<file path="src/pkg/tcci_pkg.sv">
// Constants, offsets and mode helpers of the 16-bit timer register and event block.
package tcci_pkg;
  // Register offsets in I/O space.
  localparam logic [7:0] OFF_CAP_LO = 8'h26;
  localparam logic [7:0] OFF_CAP_HI = 8'h27;
  localparam logic [7:0] OFF_CMPB_LO = 8'h28;
  localparam logic [7:0] OFF_CMPB_HI = 8'h29;
  localparam logic [7:0] OFF_CMPA_LO = 8'h2a;
  localparam logic [7:0] OFF_CMPA_HI = 8'h2b;
  localparam logic [7:0] OFF_CNT_LO = 8'h2c;
  localparam logic [7:0] OFF_CNT_HI = 8'h2d;
  localparam logic [7:0] OFF_FLAGS = 8'h38;
  localparam logic [7:0] OFF_ENABLES = 8'h39;
  // Address windows.
  localparam logic [7:0] IO_TOP = 8'h3f;
  localparam logic [7:0] DATA_BIAS = 8'h20;
  // Owned field of the shared flag and enable registers, bits 5 down to 2.
  localparam int OWN_LSB = 2;
  localparam int OWN_MSB = 5;
  // Index of each event inside the owned 4-bit field.
  localparam int EV_CAP = 3;
  localparam int EV_CMPA = 2;
  localparam int EV_CMPB = 1;
  localparam int EV_OVF = 0;
  // Reset values.
  localparam logic [7:0] RST_BYTE = 8'h00;
  localparam logic [15:0] RST_WORD = 16'h0000;
  localparam logic [3:0] RST_EVENTS = 4'h0;

  // Where the overflow flag is raised for a waveform mode.
  typedef enum {OVF_AT_MAX, OVF_AT_TOP, OVF_AT_BOTTOM, OVF_NONE} tcci_ovf_t;

  // Modes that take the capture register as TOP.
  function automatic logic capIsTop(input logic [3:0] mode);
    capIsTop = (mode == 4'h8) || (mode == 4'ha) || (mode == 4'hc) || (mode == 4'he);
  endfunction : capIsTop

  function automatic tcci_ovf_t ovfPoint(input logic [3:0] mode);
    unique case (mode)
      4'h0, 4'h4, 4'hc: ovfPoint = OVF_AT_MAX;
      4'h5, 4'h6, 4'h7, 4'he, 4'hf: ovfPoint = OVF_AT_TOP;
      4'hd: ovfPoint = OVF_NONE;
      default: ovfPoint = OVF_AT_BOTTOM;
    endcase
  endfunction : ovfPoint
endpackage : tcci_pkg

</file>
<file path="src/pkg/tcci_evt_if.sv">
// Timer-side signals shared by the compare channels and the capture unit.
interface tcci_evt_if;
  logic clkEn;
  logic timerTick;
  logic blockMatch;
  logic [15:0] counterValue;
  modport src (output clkEn, timerTick, blockMatch, counterValue);
  modport sink (input clkEn, timerTick, blockMatch, counterValue);
endinterface : tcci_evt_if

</file>
<file path="src/rtl/tcci_capture.sv">
// Capture unit: source select, edge detection and counter snapshot.
module tcci_capture (
  input wire logic clk_sys,
  input wire logic rst_b,
  tcci_evt_if.sink evt,
  input wire logic captureInputPin,
  input wire logic comparatorOut,
  input wire logic useComparator,
  input wire logic captureEdgeSelect,
  input wire logic captureIsTop,
  output logic captureEvent,
  output logic [15:0] captureWord
);
  logic prev_ff, nxt_prev;
  logic event_ff, nxt_event;
  logic [15:0] word_ff, nxt_word;
  logic src, edgeHit;

  // The pin is disconnected while the capture register serves as TOP.
  always_comb begin
    src = useComparator ? comparatorOut : captureInputPin;
    edgeHit = captureEdgeSelect ? (src && !prev_ff) : (!src && prev_ff);
    nxt_prev = src;
    nxt_event = edgeHit && !captureIsTop;
    nxt_word = nxt_event ? evt.counterValue : word_ff;
  end

  // A pin held high through reset shows a rising edge once; software should clear the flag.
  always_ff @(posedge clk_sys or negedge rst_b) begin
    if (!rst_b) begin
      prev_ff <= 1'b0;
      event_ff <= 1'b0;
      word_ff <= tcci_pkg::RST_WORD;
    end else if (evt.clkEn) begin
      prev_ff <= nxt_prev;
      event_ff <= nxt_event;
      word_ff <= nxt_word;
    end
  end

  assign captureEvent = event_ff;
  assign captureWord = word_ff;
endmodule : tcci_capture

</file>
<file path="src/rtl/tcci_compare.sv">
// One compare channel: match detection, delayed flag pulse and waveform strobe.
module tcci_compare (
  input wire logic clk_sys,
  input wire logic rst_b,
  tcci_evt_if.sink evt,
  input wire logic [15:0] compareValue,
  input wire logic forceStrobe,
  output logic flagSet,
  output logic waveMatch
);
  logic seen_ff, nxt_seen;
  logic hit_ff, nxt_hit;
  logic wave_ff, nxt_wave;

  // The equality is sampled on each timer tick and flagged on the next tick.
  always_comb begin
    nxt_seen = seen_ff;
    nxt_hit = 1'b0;
    if (evt.timerTick) begin
      nxt_hit = seen_ff;
      nxt_seen = !evt.blockMatch && (evt.counterValue == compareValue);
    end
    nxt_wave = nxt_hit | forceStrobe;
  end

  always_ff @(posedge clk_sys or negedge rst_b) begin
    if (!rst_b) begin
      seen_ff <= 1'b0;
      hit_ff <= 1'b0;
      wave_ff <= 1'b0;
    end else if (evt.clkEn) begin
      seen_ff <= nxt_seen;
      hit_ff <= nxt_hit;
      wave_ff <= nxt_wave;
    end
  end

  assign flagSet = hit_ff;
  assign waveMatch = wave_ff;
endmodule : tcci_compare

</file>
<file path="src/rtl/tcci_top.sv">
// Register side of the 16-bit timer: byte access, compare, capture and event flags.
// Overview of operation
// Both compare values are checked against the counter on every timer tick; a counter write blocks the check on the next tick.
// A match drives the compare flag and the waveform strobe to the pin logic.
// Compare writes load both bytes at once through one shared high-byte latch.
// Capture reads give a coherent pair, the high byte via the shared latch.
// A qualified pin or comparator event copies the counter into the capture register.
// In TOP modes the capture register is a software period register.
// Capture request needs enable bit 5, global enable and capture flag.
// Compare A request needs enable bit 4, global enable and its flag.
// Compare B request needs enable bit 3, global enable and its flag.
// Overflow request needs enable bit 2, global enable and its flag.
// A capture event on the pin sets flag bit 5.
// In capture-as-TOP modes the flag sets when the counter reaches TOP.
// Compare flags 4 and 3 set on the timer tick after equality.
// Forced compare strobes reach the output but never set a flag.
// Overflow flag 2 sets at MAX in normal and clear modes, else per mode.
// Executing a timer vector clears its flag.
// Writing one to a flag bit clears it.
// Only bits 5 to 2 of the shared registers belong to this timer.
// I/O accesses use offsets in 0x00-0x3f, data-space accesses add 0x20.
// Edge select zero captures falling edges, one captures rising edges.
// High write loads the latch, low write commits, low read fills the latch.
// Writing zero keeps a flag, and a set beats a simultaneous clear.
module tcci_top (
  input wire logic clk_sys,
  input wire logic rst_b,
  input wire logic clkEn,
  input wire logic ioSel,
  input wire logic dataSel,
  input wire logic [7:0] busAddr,
  input wire logic busWr,
  input wire logic busRd,
  input wire logic [7:0] busWrData,
  output logic [7:0] busRdData,
  input wire logic [15:0] counterValue,
  input wire logic timerTick,
  input wire logic counterAtTop,
  input wire logic counterAtMax,
  input wire logic counterAtBottom,
  input wire logic [3:0] waveformModeSelect,
  input wire logic captureEdgeSelect,
  input wire logic captureFromComparator,
  input wire logic comparatorOut,
  input wire logic captureInputPin,
  input wire logic globalIrqEnable,
  input wire logic [3:0] vectorAck,
  input wire logic [1:0] forceCompare,
  output logic [3:0] irqRequest,
  output logic [1:0] compareMatch,
  output logic counterLoad,
  output logic [15:0] counterLoadValue,
  output logic [15:0] captureValue
);
  logic [7:0] latch_ff, nxt_latch;
  logic [15:0] cap_ff, nxt_cap;
  logic [15:0] cmpA_ff, nxt_cmpA;
  logic [15:0] cmpB_ff, nxt_cmpB;
  logic [3:0] flags_ff, nxt_flags;
  logic [3:0] enables_ff, nxt_enables;
  logic [3:0] irq_ff, nxt_irq;
  logic [7:0] rd_ff, nxt_rd;
  logic load_ff, nxt_load;
  logic [15:0] loadVal_ff, nxt_loadVal;
  logic block_ff, nxt_block;
  logic [7:0] off;
  logic hit, wr, rd, wrFlags, capTop, capEvent, ovfSet;
  logic [15:0] capWord;
  logic [1:0] cmpHit, waveHit;
  logic [3:0] setEv, clrEv;
  logic [15:0] cmpVal [2];

  tcci_evt_if evt ();

  assign evt.clkEn = clkEn;
  assign evt.timerTick = timerTick;
  assign evt.blockMatch = block_ff;
  assign evt.counterValue = counterValue;
  assign cmpVal[0] = cmpA_ff;
  assign cmpVal[1] = cmpB_ff;

  // One compare channel per compare register; index 0 is channel A.
  for (genvar i = 0; i < 2; i++) begin : g_cmp
    tcci_compare u_cmp (
      .clk_sys(clk_sys),
      .rst_b(rst_b),
      .evt(evt),
      .compareValue(cmpVal[i]),
      .forceStrobe(forceCompare[i]),
      .flagSet(cmpHit[i]),
      .waveMatch(waveHit[i])
    );
  end

  tcci_capture u_cap (
    .clk_sys(clk_sys),
    .rst_b(rst_b),
    .evt(evt),
    .captureInputPin(captureInputPin),
    .comparatorOut(comparatorOut),
    .useComparator(captureFromComparator),
    .captureEdgeSelect(captureEdgeSelect),
    .captureIsTop(capTop),
    .captureEvent(capEvent),
    .captureWord(capWord)
  );

  // Address decode; both windows fold onto the same I/O offsets.
  always_comb begin
    off = ioSel ? busAddr : busAddr - tcci_pkg::DATA_BIAS;
    hit = ioSel ? (busAddr <= tcci_pkg::IO_TOP) :
      (dataSel && busAddr >= tcci_pkg::DATA_BIAS && busAddr <= tcci_pkg::IO_TOP + tcci_pkg::DATA_BIAS);
    wr = busWr && hit;
    rd = busRd && hit;
    wrFlags = wr && off == tcci_pkg::OFF_FLAGS;
    capTop = tcci_pkg::capIsTop(waveformModeSelect);
  end

  // Overflow point follows the waveform mode; the reserved mode never raises it.
  always_comb begin
    unique case (tcci_pkg::ovfPoint(waveformModeSelect))
      tcci_pkg::OVF_AT_MAX: ovfSet = timerTick && counterAtMax;
      tcci_pkg::OVF_AT_TOP: ovfSet = timerTick && counterAtTop;
      tcci_pkg::OVF_AT_BOTTOM: ovfSet = timerTick && counterAtBottom;
      tcci_pkg::OVF_NONE: ovfSet = 1'b0;
    endcase
  end

  // Event sources and clear sources of the owned flag field.
  always_comb begin
    setEv[tcci_pkg::EV_CAP] = capTop ? (timerTick && counterAtTop) : capEvent;
    setEv[tcci_pkg::EV_CMPA] = cmpHit[0];
    setEv[tcci_pkg::EV_CMPB] = cmpHit[1];
    setEv[tcci_pkg::EV_OVF] = ovfSet;
    clrEv = vectorAck;
    if (wrFlags) begin
      clrEv = vectorAck | busWrData[tcci_pkg::OWN_MSB:tcci_pkg::OWN_LSB];
    end
  end

  // Register file next state. Compare reads bypass the latch since their values never move.
  always_comb begin
    nxt_latch = latch_ff;
    nxt_cap = capEvent ? capWord : cap_ff;
    nxt_cmpA = cmpA_ff;
    nxt_cmpB = cmpB_ff;
    nxt_enables = enables_ff;
    nxt_load = 1'b0;
    nxt_loadVal = loadVal_ff;
    nxt_rd = tcci_pkg::RST_BYTE;
    nxt_block = timerTick ? 1'b0 : block_ff;
    // A set beats a clear in the same cycle so no event is lost.
    nxt_flags = (flags_ff & ~clrEv) | setEv;
    nxt_irq = enables_ff & flags_ff & {4{globalIrqEnable}};
    if (wr) begin
      unique case (off)
        tcci_pkg::OFF_CAP_HI, tcci_pkg::OFF_CMPA_HI, tcci_pkg::OFF_CMPB_HI, tcci_pkg::OFF_CNT_HI: begin
          nxt_latch = busWrData;
        end
        tcci_pkg::OFF_CAP_LO: nxt_cap = {latch_ff, busWrData};
        tcci_pkg::OFF_CMPA_LO: nxt_cmpA = {latch_ff, busWrData};
        tcci_pkg::OFF_CMPB_LO: nxt_cmpB = {latch_ff, busWrData};
        tcci_pkg::OFF_CNT_LO: begin
          nxt_load = 1'b1;
          nxt_loadVal = {latch_ff, busWrData};
          nxt_block = 1'b1;
        end
        tcci_pkg::OFF_ENABLES: nxt_enables = busWrData[tcci_pkg::OWN_MSB:tcci_pkg::OWN_LSB];
        default: ;
      endcase
    end
    if (rd) begin
      unique case (off)
        tcci_pkg::OFF_CAP_LO: begin
          nxt_rd = cap_ff[7:0];
          nxt_latch = cap_ff[15:8];
        end
        tcci_pkg::OFF_CNT_LO: begin
          nxt_rd = counterValue[7:0];
          nxt_latch = counterValue[15:8];
        end
        tcci_pkg::OFF_CAP_HI, tcci_pkg::OFF_CNT_HI: nxt_rd = latch_ff;
        tcci_pkg::OFF_CMPA_LO: nxt_rd = cmpA_ff[7:0];
        tcci_pkg::OFF_CMPA_HI: nxt_rd = cmpA_ff[15:8];
        tcci_pkg::OFF_CMPB_LO: nxt_rd = cmpB_ff[7:0];
        tcci_pkg::OFF_CMPB_HI: nxt_rd = cmpB_ff[15:8];
        tcci_pkg::OFF_FLAGS: nxt_rd = {2'b00, flags_ff, 2'b00};
        tcci_pkg::OFF_ENABLES: nxt_rd = {2'b00, enables_ff, 2'b00};
        default: ;
      endcase
    end
  end

  // All state holds while the clock enable is low.
  always_ff @(posedge clk_sys or negedge rst_b) begin
    if (!rst_b) begin
      latch_ff <= tcci_pkg::RST_BYTE;
      cap_ff <= tcci_pkg::RST_WORD;
      cmpA_ff <= tcci_pkg::RST_WORD;
      cmpB_ff <= tcci_pkg::RST_WORD;
      flags_ff <= tcci_pkg::RST_EVENTS;
      enables_ff <= tcci_pkg::RST_EVENTS;
      irq_ff <= tcci_pkg::RST_EVENTS;
      rd_ff <= tcci_pkg::RST_BYTE;
      load_ff <= 1'b0;
      loadVal_ff <= tcci_pkg::RST_WORD;
      block_ff <= 1'b0;
    end else if (clkEn) begin
      latch_ff <= nxt_latch;
      cap_ff <= nxt_cap;
      cmpA_ff <= nxt_cmpA;
      cmpB_ff <= nxt_cmpB;
      flags_ff <= nxt_flags;
      enables_ff <= nxt_enables;
      irq_ff <= nxt_irq;
      rd_ff <= nxt_rd;
      load_ff <= nxt_load;
      loadVal_ff <= nxt_loadVal;
      block_ff <= nxt_block;
    end
  end

  assign busRdData = rd_ff;
  assign irqRequest = irq_ff;
  assign compareMatch = waveHit;
  assign counterLoad = load_ff;
  assign counterLoadValue = loadVal_ff;
  assign captureValue = cap_ff;
endmodule : tcci_top

</file>
<file path="config.mk">
export PLATFORM = sky130hd
export DESIGN_NAME = tcci_top
export DESIGN_NICKNAME = d
export VERILOG_FILES = /design/src/pkg/tcci_pkg.sv /design/src/pkg/tcci_evt_if.sv /design/src/rtl/tcci_capture.sv /design/src/rtl/tcci_compare.sv /design/src/rtl/tcci_top.sv
export SDC_FILE = /design/constraint.sdc
export NUM_CORES = 1
export LEC_CHECK = 0
export ABC_AREA = 1
export BUFFER_PORTS_ARGS = -buffer_cell sky130_fd_sc_hd__buf_4
export CAP_MARGIN = 20
export CELL_PAD_IN_SITES_DETAIL_PLACEMENT = 1
export CELL_PAD_IN_SITES_GLOBAL_PLACEMENT = 2
export CORE_MARGIN = 2
export CORE_UTILIZATION = 33
export CTS_CLUSTER_SIZE = 10
export DETAILED_ROUTE_END_ITERATION = 10
export GPL_TIMING_DRIVEN = 0
export MAX_ROUTING_LAYER = met4
export PLACE_DENSITY_LB_ADDON = 0.1
export SLEW_MARGIN = 20
export SYNTH_ARGS = -nofsm -noshare
export SYNTH_HDL_FRONTEND = slang
export SYNTH_SLANG_ARGS = --single-unit
export TNS_END_PERCENT = 30
</file>
<file path="constraint.sdc">
create_clock -name clk_sys -period 1.8 [get_ports clk_sys]
set_input_delay 0.54 -clock clk_sys [delete_from_list [all_inputs] [get_ports clk_sys]]
set_output_delay 0.54 -clock clk_sys [all_outputs]
set_load 0.05 [all_outputs]
</file>
==> results.cfg, run 1 <==
[global_route]
grt_pass1_wl_mm = 40.4
grt_usage_pct = 27.5
grt_pass1_vias = 6763
antenna_found_initial = 0
gr-total-overflow = 0
grt_max_degree = 70

[finish]
multi_input_area_mm2 = 0.00346
register_area_mm2 = 0.00295
area_delta_synth_final_pct = 38.0
diodes = 0
num-nets-final = 1025
final_common_cell = nand2_1
drive_gt1_share_pct = 29.4
mostFrequentLayoutCells = nand2_1 (222), buf_4 (122), dfrtp_1 (118)
final_cell_area_mm2 = 0.00898
nFillCells = 2348
utilization_pct = 46.3

[worst_setup_path]
path_class = input pin to flop
worst-r2r-cell-count = 6
slowest_delay_ns = 0.26
path_buf_inv = 4
worstPathArrival_ns = 2.16
rr_endpoint = u_cap.captureWord[13]
crit_path_start_kind = input pin
path_common_cell = buf_12
path_delay_family = simple AND/OR/NAND/NOR gates
worst_path_max_delay_cell = ha_4
reg2reg_slack_ns = 0.21
crit_fanout = 7
worstSetupEndpointType = flop
crit_chain = buf_6, inv_6, ha_4, o21ai_4, nor2_4, buf_12, nand2_8, nor3_4, nand2_4, buf_12, o211ai_2, nand2_1
worstPathRequired_ns = 2.11
rr_startpoint = u_cap.prev_ff

[timing]
post-route-period-util_pct = 103
worstMarginPinSlew_ns = 0.698
period_needed_ns = 1.85
clock.fmax_mhz = 540
slew_headroom_pct = 53.4
fin_setup_tns_ns = -0.129
setup_viol = 6
hold_viol = 0
fin_skew_ns = 0.00996
rsz0062_at_grt = true
slew_violations = 0
setup_ws_ns = -0.0534

[synthesis]
syn_nets = 878
yosysWarnings = 0
synth.distinct_cells = 37
syn_avg_cell_area_um2 = 7.95
syn_inst = 819
ys_seq_elements = 118
syn_area_mm2 = 0.00651
ys_seq_area_share_pct = 45.4

[flow_run]
cap_violations = 0

[cts]
root_buffer = clkbuf_16
clockBufferDepth = 2
cts_tree = built
numCtsBuffers = 17
insertion_delay_ns = 0.43
clock-sinks = 118
path_clk_slew_ns = 0.06
cts-htree-levels = 4

[routing]
postRouteWirelength_mm = 26.7
routed_via_density = 5.21
ant_nets = 0
drtIter0Drc = 393
post_drt_wl_per_cell_um = 21.4
num_vias = 6487
drc = 0
drt-pass1-iter-count = 5

[run_status]
outcome = finished with violations
failed_checks = negative setup slack

[floorplan]
die_height_um = 144
start_util_pct = 33.5
core_area_mm2 = 0.0194
die_w_um = 144
row_count = 51
io_pins = 105
dieArea_mm2 = 0.0209

[power]
finalPower_mw = 8.67
leakagePower_nw = 4.56
p_per_area_mw_per_mm2 = 965
ir_worst_vdd_mv = 0.615

[placement]
place_congestion = 0.948
detailed_place_hpwl_mm = 20.0
postPlaceCellArea_mm2 = 0.00772
port_buffers = 103

[worst_hold_path]
hp-class = input pin to async pin
synth_stat cells (all sizes together):
cell,instances,area share (%)
o21ai,87,6.7
mux2i,16,2.5
ha,1,0.19
nand4,37,3.6
nor3b,1,0.12
or2,4,0.38
nor3,11,1.2
dfrtp,118,45
clkbuf,18,1.0
nor2,59,3.8
nand2,240,14
buf,19,1.8
o32ai,1,0.13
nand3,73,6.0
a21oi,30,2.5
clkinv,1,0.058
xor2,15,2.0
nor4,5,0.71
o211ai,17,3.4
xnor2,8,1.1
inv,58,3.3
power breakdown:
part / switching [mW] / internal [mW]
Clock: 1.37 / 2.09
Sequential: 0.299 / 2.93
Combinational: 1.33 / 0.654
flip-flops by register name (all words and copies together) (netlist names), 2 cells and up:
register,cells
cmpB_ff,16
irqRequest,4
u_cap.captureWord,16
enables_ff,4
g_cmp.u_cmp.seen_ff,2
busRdData,8
counterLoadValue,16
cmpA_ff,16
g_cmp.u_cmp.flagSet,2
g_cmp.u_cmp.waveMatch,2
latch_ff,8
captureValue,16
flags_ff,4
cells by family (layout without fill, tap and decap cells):
family / Yosys count / after routing / share of synthesized area, %
simple gates: 430 / 430 / 29.9
flops: 118 / 118 / 45.4
compound gates: 135 / 135 / 12.7
fa+ha+maj: 1 / 1 / 0.192
buf+inv: 96 / 256 / 6.27
xor+xnor: 23 / 23 / 3.10
mux: 16 / 16 / 2.46
final cells by class:
| type | instances | area share, % |
|---|---|---|
| multi-input cells | 605 | 38.5 |
| flip-flops and latches | 118 | 32.9 |
| repair buffers | 129 | 12.4 |
| clock buffers | 18 | 4.89 |
| well taps | 265 | 3.69 |
| plain buffers | 36 | 3.23 |
| inverters | 59 | 2.72 |
| clock inverters | 14 | 1.70 |
repair_timing:
item,4_1_cts,5_1_grt
endpoints found under the setup margin,114,113
resized for setup,68,60
pin swaps,17,22
buffers inserted,11,13
cloned,2,0
hold buffers,0,0
through the flow:
| step | cells | worst slack (ns) | hold slack, ns |
|---|---|---|---|
| finish | 1244 | -0.0534 | 0.144 |
| CTS | 1233 | -0.0971 | 0.162 |
| floorplan | 819 | -0.197 | 0.244 |
| detailed placement | 1188 | -0.909 | 0.464 |
| global placement | 1187 | -0.858 | 0.456 |
| global route | 1244 | -0.116 | 0.182 |
metal layers:
layer  track usage (%)  routed length (µm)  part of all wire [%]  vias to the layer above
met2              43.2               12600                    47                      149
met5                 -                   0                     0                        -
met3              4.07                1030                   3.9                       36
li1                  -                   -                     -                     3046
met1              36.8               12400                    46                     3256
met4              8.48                 638                   2.4                        0
worst max path at each step:
stage / slack [ns] / start / end / cells past startpoint
2_1_floorplan: -0.20 / busAddr[6] / captureValue[6] / 10
3_3_place_gp: -0.86 / busAddr[2] / busRdData[3] / 10
3_5_place_dp: -0.91 / busAddr[2] / busRdData[3] / 10
4_1_cts: -0.1 / busAddr[6] / captureValue[10] / 14
5_1_grt: -0.12 / captureInputPin / u_cap.captureWord[13] / 9
6_report: -0.05 / busAddr[5] / captureValue[6] / 12
(Power assumes the default switching activity.)
==> run 2: changes to the inputs <==
- SYNTH_HIERARCHICAL: default -> 1
==> run 2 against run 1 <==
- the run still ends with negative setup slack left
- sequential share of layout area decreased by 1.1 points
- power decreased by 3.1%
- setup slack improved by 0.016 ns
- area after synthesis increased by 2.3%
- first-iteration DRC count increased by 1.3%
- final area increased by 3.6%
- critical path depth increased by 2
- largest power group unchanged
- cell count increased by 6.2%
- clock skew decreased by 0.0013 ns
- sequential power decreased by 6%
==> results.cfg, run 2 <==
[run_status]
outcome = finished with violations
failed_checks = negative setup slack

[synthesis]
ys_seq_area_share_pct = 44.4
syn_avg_cell_area_um2 = 7.51
synth.largest_area_cell = dfrtp_1
synthTopCellsByArea = dfrtp_1 (44%), nand2_1 (16%), o21ai_1 (5.5%)
synth_common_cells = nand2_1 (276), dfrtp_1 (118), inv_1 (91), o21ai_1 (73), nor2_1 (67)
synth.distinct_cells = 36
ys_seq_elements = 118
syn_inst = 886
syn_area_mm2 = 0.00666
synth_flop_cell = dfrtp_1
yosysWarnings = 6
syn_nets = 945
synth_top_area_share_pct = 44.4
synth_edf_count = 0
synth.most_common_cell = nand2_1
async_reset_ff_share_pct = 100

[finish]
num-nets-final = 1102
final_cell_area_mm2 = 0.00930
finalNonFillerCells = 1321
area_delta_synth_final_pct = 39.7
final_common_cell = nand2_1
mostFrequentLayoutCells = nand2_1 (264), buf_4 (121), dfrtp_1 (118)
drive_gt1_share_pct = 26.7
utilization_pct = 47.3
diodes = 0

[floorplan]
start_util_pct = 33.9
io_pins = 105
core_area_mm2 = 0.0197
die_w_um = 146
dieArea_mm2 = 0.0213
row_count = 51
die_height_um = 146

[cts]
numCtsBuffers = 17
root_buffer = clkbuf_16
clockBufferDepth = 2
cts-htree-levels = 4
clock-sinks = 118
cts_tree = built
insertion_delay_ns = 0.43
path_clk_slew_ns = 0.06

[power]
ir_worst_vdd_mv = 0.717
finalPower_mw = 8.39
leakagePower_nw = 4.55
p_per_area_mw_per_mm2 = 903

[routing]
postRouteWirelength_mm = 27.3
drc = 0
drtIter0Drc = 398
ant_nets = 0
num_vias = 6829
drt-pass1-iter-count = 5
post_drt_wl_per_cell_um = 20.7
routed_via_density = 5.17

[worst_setup_path]
rr_startpoint = u_cap/captureEvent
crit_chain = buf_12, inv_12, ha_4, nor2_4, nor2_4, nand3_4, nor2_8, buf_12, nand2_8, nor2_8, buf_6, nand2_1, o211ai_1, o21ai_1
worstSetupEndpointType = flop
worst_path_max_delay_cell = ha_4
worstPathRequired_ns = 2.10
worstPathArrival_ns = 2.14
reg2reg_slack_ns = 0.10
crit_path_start_kind = input pin
path_delay_family = simple AND/OR/NAND/NOR gates
path_class = input pin to flop
crit_fanout = 9
worst-r2r-cell-count = 4
rr_endpoint = captureValue[13]
slowest_delay_ns = 0.25
path_buf_inv = 4

[global_route]
antenna_found_initial = 0
grt_max_degree = 93
grt_pass1_vias = 7055
grt_pass1_wl_mm = 42.3
gr-total-overflow = 0
grt_usage_pct = 27.0

[timing]
slew_headroom_pct = 56.6
setup_viol = 23
hold_viol = 0
fin_skew_ns = 0.00869
period_needed_ns = 1.84
fin_setup_tns_ns = -0.447
slew_violations = 0
clock.fmax_mhz = 544
setup_ws_ns = -0.0376
post-route-period-util_pct = 102
rsz0062_at_grt = true
worstMarginPinSlew_ns = 0.652

[worst_hold_path]
hp-class = input pin to flop
hold_depth = 3
worstHoldStart = forceCompare[0]
min_to = g_cmp[0].u_cmp/waveMatch

[placement]
place_congestion = 0.839
dp.cells = 1256
detailed_place_hpwl_mm = 19.4
postPlaceCellArea_mm2 = 0.00785
port_buffers = 104

[flow_run]
cap_violations = 0
[run 2: worst reg2reg max path: cells and delay by family (launching register included)]
family | cells | cell delay [ns]
AO/OA/AOI/OAI | 3 | 0.54
flip-flops | 1 | 0.49
buffers and inverters | 1 | 0.53
[run 2: cell families after synthesis]
logic type                 Yosys count  synth area share, %
and+or+nand+nor                    454                 30.4
muxes                                2                0.301
xor gates and xnor gates            18                 2.37
adders and majority gates            1                0.188
DFF                                118                 44.4
AOI/OAI and AO/OA                  160                 13.5
buffers and inverters              133                 8.89
[run 2: layout make-up]
class | count | area, µm²
fillers | 2404 | 10400
inverters | 98 | 400
clock buffers | 18 | 439
multi-input cells | 635 | 3420
well taps | 265 | 332
flip-flops and latches | 118 | 2950
clock inverters | 14 | 151
plain buffers | 34 | 325
repair buffers | 139 | 1280
[run 2: how the worst max path moves through the flow]
stage	from	endpoint	slack (ns)	cells past startpoint
after floorplan	busAddr[6]	captureValue[15]	-0.18	12
after global placement	busAddr[2]	flags_ff[0]	-0.74	10
after detailed placement	busAddr[2]	flags_ff[0]	-0.74	10
after CTS	busAddr[6]	captureValue[8]	-0.12	14
after global routing	busAddr[5]	latch_ff[4]	-0.16	15
final	busAddr[6]	captureValue[3]	-0.04	14
[run 2: layer usage]
layer	vias to the layer above	GRT usage, %	part of all wire [%]
li1	3208	-	-
met1	3397	35.8	45
met2	189	44.1	49
met3	35	3.16	4.5
met4	0	7.28	1.9
met5	-	-	0
[run 2: metrics by stage]
step / hold slack [ns] / setup slack (ns)
global route: 0.359 / -0.164
floorplan: 0.244 / -0.177
CTS: 0.331 / -0.119
detailed placement: 0.404 / -0.740
finish: 0.338 / -0.0376
global placement: 0.457 / -0.739
[run 2: where the power goes]
group | switching (mW) | internal (mW)
combinational | 1.30 | 0.568
clock | 1.39 | 2.08
sequential | 0.154 | 2.90
total | 2.85 | 5.55
[run 2: repair_timing]
action,in CTS,in global routing
setup endpoints to repair,90,89
resized for setup,89,42
endpoints found under the hold margin,26,0
cloned,8,2
pin swaps,17,35
setup buffers,24,1
hold buffers,1,0
